==> src/hdl/rmsp_consts.vh <==
// Constants for the rate meter and set-point output block
`ifndef RMSP_CONSTS_VH
`define RMSP_CONSTS_VH

`define RMSP_CLK_HZ 100000000
`define RMSP_CLK_KHZ 40'h00000186A0
`define RMSP_TICK_MS 10
`define RMSP_GATE_MILLI_MS 1000
`define RMSP_GATE_SEC_MS 500
`define RMSP_GATE_MIN_MS 3000
`define RMSP_GATE_HR_MS 90000

`define RMSP_RANGE_MILLI 2'h0
`define RMSP_RANGE_SEC 2'h1
`define RMSP_RANGE_MIN 2'h2
`define RMSP_RANGE_HR 2'h3

`define RMSP_K_MILLI 11'h3E8
`define RMSP_K_SEC 11'h002
`define RMSP_K_MIN 11'h014
`define RMSP_K_HR 11'h028

`define RMSP_MULT_ONE 20'h02710
`define RMSP_MULT_DIV 64'h0000000000002710
`define RMSP_DISP_MAX 64'h00000000000F423F
`define RMSP_DP_DEFAULT 3'h0
`define RMSP_OFFSET_DEFAULT 32'h00000000

`define RMSP_BMODE_UP 2'h0
`define RMSP_BMODE_DOWN 2'h1
`define RMSP_BMODE_DIR 2'h2

`define RMSP_OMODE_OFF 2'h0
`define RMSP_OMODE_TIMED 2'h1
`define RMSP_OMODE_LATCH 2'h2
`define RMSP_OMODE_BOUND 2'h3

`define RMSP_REL_RESET 2'h0
`define RMSP_REL_UPPER 2'h1
`define RMSP_REL_RESTART 2'h2

`define RMSP_DELAY_MIN 16'h0001
`define RMSP_DELAY_MAX 16'hEA5F

`endif

==> src/hdl/rmsp_core.v <==
// Rate meter and two set-point output channels
//
// Functional notes
// - Milli range: thousandths of Hz, 1.0 s refresh, 1 Hz to 30 kHz.
// - Seconds range: whole Hz, 0.5 s refresh, 2 Hz to 30 kHz.
// - Minutes range: frequency times 60, 3 s refresh, up to 1.2M/min.
// - Hours range: frequency times 3600, 90 s refresh, up to 3.0M/hr.
// - Rate is signed, negative while effective direction is down.
// - B as count input: rate is A plus B, sign from A mode.
// - Rate = truncated(freq x range x multiplier), point placed, plus offset.
// - Intermediate result over six digits is flagged not displayable.
// - Defaults: multiplier 01.0000, point and offset zero, seconds range.
// - Two channels: off, timed, latched or boundary; off is inactive.
// - Timed output fires at trigger, holds 0.01 to 599.99 s.
// - Timed output ignores triggers while its period runs.
// - Reset event cancels a running timed output at once.
// - Latched output fires at trigger, holds until release condition.
// - Release-on-reset: only a reset event releases the latch.
// - Release-on-set-point: count reaching upper value releases the latch.
// - Release-on-restart: count reaching restart value releases the latch.
// - Boundary output active while count lies between low and high.
// - Outputs act regardless of count direction.
// - Output modes default to latched.
// - Upper values are boundary high and latch release values.
// - Set points span -99999 to 999999.
// - B as direction: effective direction is B state xor A direction.
`timescale 1ns/10ps
`include "rmsp_consts.vh"

module rmsp_core #(
    parameter [39:0] GATE_MILLI_CYC = `RMSP_GATE_MILLI_MS * `RMSP_CLK_KHZ,
    parameter [39:0] GATE_SEC_CYC = `RMSP_GATE_SEC_MS * `RMSP_CLK_KHZ,
    parameter [39:0] GATE_MIN_CYC = `RMSP_GATE_MIN_MS * `RMSP_CLK_KHZ,
    parameter [39:0] GATE_HR_CYC = `RMSP_GATE_HR_MS * `RMSP_CLK_KHZ,
    parameter TICK_CYC = `RMSP_TICK_MS * (`RMSP_CLK_HZ / 1000)
) (
    input wire clock,
    input wire arst_n,
    input wire pulse_a,
    input wire pulse_b,
    input wire chan_a_down,
    input wire [1:0] chan_b_mode,
    input wire cfg_load,
    input wire cfg_defaults,
    input wire [1:0] range_mode_in,
    input wire [19:0] rate_mult_in,
    input wire [2:0] rate_point_position_in,
    input wire signed [31:0] rate_offset_in,
    input wire [1:0] output_one_mode_in,
    input wire [1:0] output_two_mode_in,
    input wire [1:0] output_one_release,
    input wire [1:0] output_two_release,
    input wire [15:0] output_one_delay,
    input wire [15:0] output_two_delay,
    input wire signed [31:0] count,
    input wire signed [31:0] count_restart_value,
    input wire signed [31:0] first_trigger_value,
    input wire signed [31:0] first_upper_value,
    input wire signed [31:0] second_trigger_value,
    input wire signed [31:0] second_upper_value,
    input wire reset_event,
    output reg signed [31:0] rate_value,
    output reg rate_valid,
    output reg rate_overflow,
    output wire [2:0] rate_point_position,
    output wire count_down,
    output wire output_one_active,
    output wire output_two_active
);

    reg [1:0] range_reg;
    reg [19:0] mult_reg;
    reg [2:0] point_reg;
    reg signed [31:0] offset_reg;
    reg [1:0] omode1_reg;
    reg [1:0] omode2_reg;
    reg pa_reg;
    reg pb_reg;
    reg [31:0] pulses_reg;
    reg [31:0] pulses_next;
    reg [39:0] gate_reg;
    reg [39:0] gate_len;
    reg [31:0] snap_reg;
    reg snap_valid_reg;
    reg snap_down_reg;
    reg [1:0] snap_range_reg;
    reg [31:0] tick_reg;
    reg tick_pulse_reg;
    reg [10:0] range_k;
    reg [63:0] scaled;
    reg [63:0] trunc;
    reg signed [31:0] signed_int;
    wire rise_a;
    wire rise_b;
    wire b_counts;

    // Setpoint compare; inclusive ends
    function in_band;
        input signed [31:0] val;
        input signed [31:0] lo;
        input signed [31:0] hi;
        begin
            in_band = (val >= lo) && (val <= hi);
        end
    endfunction

    assign rise_a = pulse_a && !pa_reg;
    assign rise_b = pulse_b && !pb_reg;
    assign b_counts = (chan_b_mode == `RMSP_BMODE_UP) ||
                      (chan_b_mode == `RMSP_BMODE_DOWN);
    assign count_down = (chan_b_mode == `RMSP_BMODE_DIR) ?
                        (chan_a_down ^ pulse_b) : chan_a_down;
    assign rate_point_position = point_reg;

    // Configuration store; defaults on reset or request
    always @(posedge clock or negedge arst_n) begin
        if (!arst_n) begin
            range_reg <= `RMSP_RANGE_SEC;
            mult_reg <= `RMSP_MULT_ONE;
            point_reg <= `RMSP_DP_DEFAULT;
            offset_reg <= `RMSP_OFFSET_DEFAULT;
            omode1_reg <= `RMSP_OMODE_LATCH;
            omode2_reg <= `RMSP_OMODE_LATCH;
        end else if (cfg_defaults) begin
            range_reg <= `RMSP_RANGE_SEC;
            mult_reg <= `RMSP_MULT_ONE;
            point_reg <= `RMSP_DP_DEFAULT;
            offset_reg <= `RMSP_OFFSET_DEFAULT;
            omode1_reg <= `RMSP_OMODE_LATCH;
            omode2_reg <= `RMSP_OMODE_LATCH;
        end else if (cfg_load) begin
            range_reg <= range_mode_in;
            mult_reg <= rate_mult_in;
            point_reg <= rate_point_position_in;
            offset_reg <= rate_offset_in;
            omode1_reg <= output_one_mode_in;
            omode2_reg <= output_two_mode_in;
        end
    end

    // Gate length per range
    always @* begin
        case (range_reg)
            `RMSP_RANGE_MILLI: gate_len = GATE_MILLI_CYC;
            `RMSP_RANGE_SEC: gate_len = GATE_SEC_CYC;
            `RMSP_RANGE_MIN: gate_len = GATE_MIN_CYC;
            default: gate_len = GATE_HR_CYC;
        endcase
    end

    // Pulse count per gate
    always @* begin
        pulses_next = pulses_reg + {31'h00000000, rise_a};
        if (b_counts) begin
            pulses_next = pulses_next + {31'h00000000, rise_b};
        end
    end

    always @(posedge clock or negedge arst_n) begin
        if (!arst_n) begin
            pa_reg <= 1'b0;
            pb_reg <= 1'b0;
            pulses_reg <= 32'h00000000;
            gate_reg <= 40'h0000000000;
            snap_reg <= 32'h00000000;
            snap_valid_reg <= 1'b0;
            snap_down_reg <= 1'b0;
            snap_range_reg <= `RMSP_RANGE_SEC;
        end else begin
            pa_reg <= pulse_a;
            pb_reg <= pulse_b;
            snap_valid_reg <= 1'b0;
            if (cfg_load || cfg_defaults) begin
                gate_reg <= 40'h0000000000;
                pulses_reg <= 32'h00000000;
            end else if (gate_reg >= gate_len - 40'h0000000001) begin
                gate_reg <= 40'h0000000000;
                pulses_reg <= 32'h00000000;
                snap_reg <= pulses_next;
                snap_valid_reg <= 1'b1;
                snap_down_reg <= count_down;
                snap_range_reg <= range_reg;
            end else begin
                gate_reg <= gate_reg + 40'h0000000001;
                pulses_reg <= pulses_next;
            end
        end
    end

    // Pulses per gate times k gives the range-scaled frequency
    always @* begin
        case (snap_range_reg)
            `RMSP_RANGE_MILLI: range_k = `RMSP_K_MILLI;
            `RMSP_RANGE_SEC: range_k = `RMSP_K_SEC;
            `RMSP_RANGE_MIN: range_k = `RMSP_K_MIN;
            default: range_k = `RMSP_K_HR;
        endcase
        scaled = {32'h00000000, snap_reg} * {53'h0, range_k} *
                 {44'h0, mult_reg};
        trunc = scaled / `RMSP_MULT_DIV;
        signed_int = snap_down_reg ? -$signed(trunc[31:0]) :
                     $signed(trunc[31:0]);
    end

    always @(posedge clock or negedge arst_n) begin
        if (!arst_n) begin
            rate_value <= 32'h00000000;
            rate_valid <= 1'b0;
            rate_overflow <= 1'b0;
        end else begin
            rate_valid <= snap_valid_reg;
            if (snap_valid_reg) begin
                rate_value <= signed_int + offset_reg;
                rate_overflow <= (trunc > `RMSP_DISP_MAX);
            end
        end
    end

    // 10 ms tick for output timers
    always @(posedge clock or negedge arst_n) begin
        if (!arst_n) begin
            tick_reg <= 32'h00000000;
            tick_pulse_reg <= 1'b0;
        end else if (tick_reg >= TICK_CYC - 1) begin
            tick_reg <= 32'h00000000;
            tick_pulse_reg <= 1'b1;
        end else begin
            tick_reg <= tick_reg + 32'h00000001;
            tick_pulse_reg <= 1'b0;
        end
    end

    wire [1:0] ch_mode [0:1];
    wire [1:0] ch_rel [0:1];
    wire [15:0] ch_delay [0:1];
    wire signed [31:0] ch_trig [0:1];
    wire signed [31:0] ch_upper [0:1];
    wire [1:0] ch_active;

    assign ch_mode[0] = omode1_reg;
    assign ch_mode[1] = omode2_reg;
    assign ch_rel[0] = output_one_release;
    assign ch_rel[1] = output_two_release;
    assign ch_delay[0] = output_one_delay;
    assign ch_delay[1] = output_two_delay;
    assign ch_trig[0] = first_trigger_value;
    assign ch_trig[1] = second_trigger_value;
    assign ch_upper[0] = first_upper_value;
    assign ch_upper[1] = second_upper_value;
    assign output_one_active = ch_active[0];
    assign output_two_active = ch_active[1];

    genvar gi;
    generate
        for (gi = 0; gi < 2; gi = gi + 1) begin : g_chan
            reg active_reg;
            reg [15:0] remain_reg;
            wire hit_trig;
            wire [15:0] load_val;
            // Equality only: direction of approach does not matter
            assign hit_trig = (count == ch_trig[gi]);
            assign load_val = (ch_delay[gi] < `RMSP_DELAY_MIN) ?
                `RMSP_DELAY_MIN : ((ch_delay[gi] > `RMSP_DELAY_MAX) ?
                `RMSP_DELAY_MAX : ch_delay[gi]);
            assign ch_active[gi] = active_reg;

            always @(posedge clock or negedge arst_n) begin
                if (!arst_n) begin
                    active_reg <= 1'b0;
                    remain_reg <= 16'h0000;
                end else begin
                    case (ch_mode[gi])
                        `RMSP_OMODE_TIMED: begin
                            if (reset_event) begin
                                active_reg <= 1'b0;
                                remain_reg <= 16'h0000;
                            end else if (active_reg) begin
                                // Running period ignores triggers
                                if (tick_pulse_reg) begin
                                    remain_reg <= remain_reg - 16'h0001;
                                    if (remain_reg == `RMSP_DELAY_MIN) begin
                                        active_reg <= 1'b0;
                                    end
                                end
                            end else if (hit_trig) begin
                                active_reg <= 1'b1;
                                remain_reg <= load_val;
                            end
                        end
                        `RMSP_OMODE_LATCH: begin
                            remain_reg <= 16'h0000;
                            if (active_reg) begin
                                case (ch_rel[gi])
                                    `RMSP_REL_UPPER: begin
                                        if (count == ch_upper[gi]) begin
                                            active_reg <= 1'b0;
                                        end
                                    end
                                    `RMSP_REL_RESTART: begin
                                        if (count == count_restart_value)
                                        begin
                                            active_reg <= 1'b0;
                                        end
                                    end
                                    default: begin
                                        if (reset_event) begin
                                            active_reg <= 1'b0;
                                        end
                                    end
                                endcase
                            end else if (hit_trig &&
                                !(reset_event &&
                                  ch_rel[gi] == `RMSP_REL_RESET)) begin
                                active_reg <= 1'b1;
                            end
                        end
                        `RMSP_OMODE_BOUND: begin
                            remain_reg <= 16'h0000;
                            active_reg <= in_band(count, ch_trig[gi],
                                                  ch_upper[gi]);
                        end
                        default: begin
                            active_reg <= 1'b0;
                            remain_reg <= 16'h0000;
                        end
                    endcase
                end
            end
        end
    endgenerate

endmodule // rmsp_core

==> config.mk <==
export PLATFORM = sky130hd
export DESIGN_NAME = rmsp_core
export DESIGN_NICKNAME = d
export VERILOG_FILES = /design/src/hdl/rmsp_core.v
export VERILOG_INCLUDE_DIRS = /design/src /design/src/hdl
export SDC_FILE = /design/constraint.sdc
export NUM_CORES = 2
export LEC_CHECK = 0
export BUFFER_PORTS_ARGS = -buffer_cell sky130_fd_sc_hd__buf_2
export CAP_MARGIN = 10
export CORE_UTILIZATION = 40
export CTS_BUF_LIST = sky130_fd_sc_hd__clkbuf_4 sky130_fd_sc_hd__clkbuf_8 sky130_fd_sc_hd__clkbuf_16
export CTS_CLUSTER_DIAMETER = 40
export CTS_CLUSTER_SIZE = 16
export DETAILED_ROUTE_END_ITERATION = 7
export PLACE_DENSITY = 0.52
export SETUP_SLACK_MARGIN = 0.4
export SKIP_LAST_GASP = 1
export SYNTH_ARGS = -nofsm -noshare
export SYNTH_HDL_FRONTEND = slang
export SYNTH_SLANG_ARGS = --single-unit
==> constraint.sdc <==
create_clock -name clock -period 89.4 [get_ports clock]
set_input_delay 8.94 -clock clock [delete_from_list [all_inputs] [get_ports clock]]
set_output_delay 8.94 -clock clock [all_outputs]
set_load 0.05 [all_outputs]
==> flow_summary.ini <==
[worst_setup_path]
required_ps = 89940
cp_max_fo = 25
crit_top_cell = a21oi_1
regToRegSetupSlack_ps = 9520
cp_data_arrival_time_ps = 80420
r2r-start = snap_range_reg[0]$_DFFE_PN1P_
cp.depth = 258
endpoint_kind = register
crit_slowest_cell = a221oi_1
startpoint_type = register
critPathBufInv = 15
crit_family = compound AO/OA/AOI/OAI gates
ff2ff_path_depth = 258
max_stage_delay_ps = 930
r2r-end = rate_value[31]$_DFFE_PN0P_
path_class = register to register

[timing]
timing.final.crit_period_ps = 79880
max_freq_mhz = 12.5
rsz0062_at_grt = false
tns_ps = 0
max_slew_margin_pct = 14.3
setup_violations = 0
fin_worst_skew_ps = 44.5
tightest_slew_ps = 1280
hold_viol = 0
maxSlewViolCount = 0
period_share_pct = 89.4

[cts]
htree_levels = 2
cts_resized = 0
path_clk_slew_ps = 50
clock_latency_ps = 700
postCtsSetupRepairBufs = 0
max-clock-path-buffers = 3
cts_hold_buf = 0
cts_buffers = 57
cts_sinks = 272
cts_tree = done
root_buffer = clkbuf_16

[worst_hold_path]
holdCritPathClass = register to register
whs_path_depth = 1
worstHoldStart = tick_reg[0]$_DFF_PN0_
min_to = tick_reg[0]$_DFF_PN0_

[status]
status = completed

[die]
core_area_mm2 = 0.197
dieArea_mm2 = 0.200
die_h_um = 447
num_rows = 163
ioPinCount = 339
start_util_pct = 40.2
die_x_um = 447

[synth]
synth.avg_cell_area_um2 = 8.47
yosys.area_share.adder_pct = 31.1
syn_area_mm2 = 0.0793
synth_most_common_cell = inv_1
async_reset_ff_share_pct = 100
synth.area.mux_share_pct = 2.76
synth-edff-count = 0
synth_cells = 9368
ys_seq_elements = 272
synth_compound_area_share_pct = 20.6
synthTopCellsByCount = 1127 x inv_1, 987 x nand2_1, 917 x fa_1
yosys_warnings = 0
ys_top_cells_by_area = fa_1 23%, dfrtp_1 8.3%, ha_1 7.5%, inv_1 5.3%, nand2_1 4.7%
synth_cell_types = 209
synth_xor_area_share_pct = 6.95
yosysTopAreaCell = fa_1
synth_top_cell_area_share_pct = 23.1
synth_seq_area_share_pct = 8.60
yosys.area_share.simple_pct = 21.2
synth_ff_type = dfrtp_1
synth_top_family_by_area = adder cells

[drt]
via_per_inst = 5.70
num_vias = 69400
post_drt_wl_per_cell_um = 20.9
ant_nets = 0
route.detailed.drc = 0
drt-initial-drc-count = 5103
dr.pass1.iters = 5
wl_um = 254000

[placed_design]
io_buffers = 338
routabilityCongestion = 0.953
dp_hpwl_um = 200000

[global_route]
grt_usage_pct = 25.3
grt_max_degree = 86
grt_pass1_vias = 70700
grt_pass1_wl_um = 404000
antenna_found_initial = 10
grt_overflow = 0

[layout]
drive_gt1_share_pct = 14.8
largest_reg_flops = 40
area_growth_pct = 7.08
num-nets-final = 11200

[job]
maxCapViolCount = 0
==> layer usage <==
metal / wire length [µm] / vias up / global-route usage (%)
li1: - / 32300 / -
met5: 0 / - / 0
met1: 111000 / 34800 / 33.2
met4: 7830 / 0 / 7.42
met3: 12100 / 371 / 2.65
met2: 123000 / 1904 / 43.8
==> worst max path at each step <==
stage,from,end,slack [ps]
floorplan,snap_range_reg[0]$_DFFE_PN1P_,rate_value[31]$_DFFE_PN0P_,27020
global placement,snap_range_reg[0]$_DFFE_PN1P_,rate_value[31]$_DFFE_PN0P_,12970
detailed placement,snap_range_reg[0]$_DFFE_PN1P_,rate_value[31]$_DFFE_PN0P_,10600
CTS,snap_range_reg[0]$_DFFE_PN1P_,rate_value[31]$_DFFE_PN0P_,10450
global route,snap_range_reg[0]$_DFFE_PN1P_,rate_value[31]$_DFFE_PN0P_,3200
finish,snap_range_reg[0]$_DFFE_PN1P_,rate_value[31]$_DFFE_PN0P_,9520
==> placed cells by master, fill, tap and decap left out, types with 59 or more instances in the layout <==
cell / Yosys / routed
xor2_1: 178 / 173
nand4_1: 123 / 123
o211ai_1: 67 / 67
and3_1: 73 / 73
buf_2: 16 / 338
nor2b_1: 80 / 80
xnor2_1: 390 / 371
nor4_1: 63 / 63
a31oi_1: 74 / 74
buf_4: 25 / 110
a211oi_1: 60 / 59
inv_1: 1127 / 1127
o21ai_0: 310 / 310
nor3_1: 162 / 162
nand3_1: 178 / 178
ha_1: 476 / 476
nand2_1: 987 / 986
fa_1: 917 / 917
and2_1: 492 / 492
nor2_1: 554 / 554
a21o_1: 73 / 73
o21ai_1: 62 / 62
o21bai_1: 69 / 69
a21oi_1: 415 / 415
mux2i_1: 135 / 135
nand2b_1: 64 / 64
dfrtp_1: 263 / 262
==> metrics by stage <==
| step | hold WS [ps] | cells | util [%] | instance area [µm²] | worst slack (ps) |
|---|---|---|---|---|---|
| final | 480 | 12200 | 43.1 | 84900 | 9520 |
| after detailed placement | 476 | 12100 | 42.0 | 82900 | 10600 |
| after floorplan | 374 | 9385 | - | 79400 | 27020 |
| after global placement | 473 | 12100 | 42.0 | 82900 | 12970 |
| after global routing | 499 | 12200 | 43.1 | 84900 | 3200 |
| after CTS | 483 | 12200 | 43.0 | 84900 | 10450 |
==> layout make-up <==
class | instances | area, µm²
diodes | 9 | 22.5
multi-input cells | 7567 | 66000
clock inverters | 42 | 502
flip-flops and latches | 272 | 6820
clock buffers | 64 | 1510
fillers | 19800 | 112000
well taps | 2640 | 3300
inverters | 1136 | 4270
repair buffers | 449 | 2530
==> logic make-up after synthesis <==
group	after synthesis
buf+inv	1546
other cells	2
flops	272
simple gates	3220
xor+xnor	597
compound gates	2096
mux	205
fa+ha+maj	1430
Power is left out: the tool's default activity adds up to more than one toggle a clock period on the data nets, which glitch-free logic cannot reach.
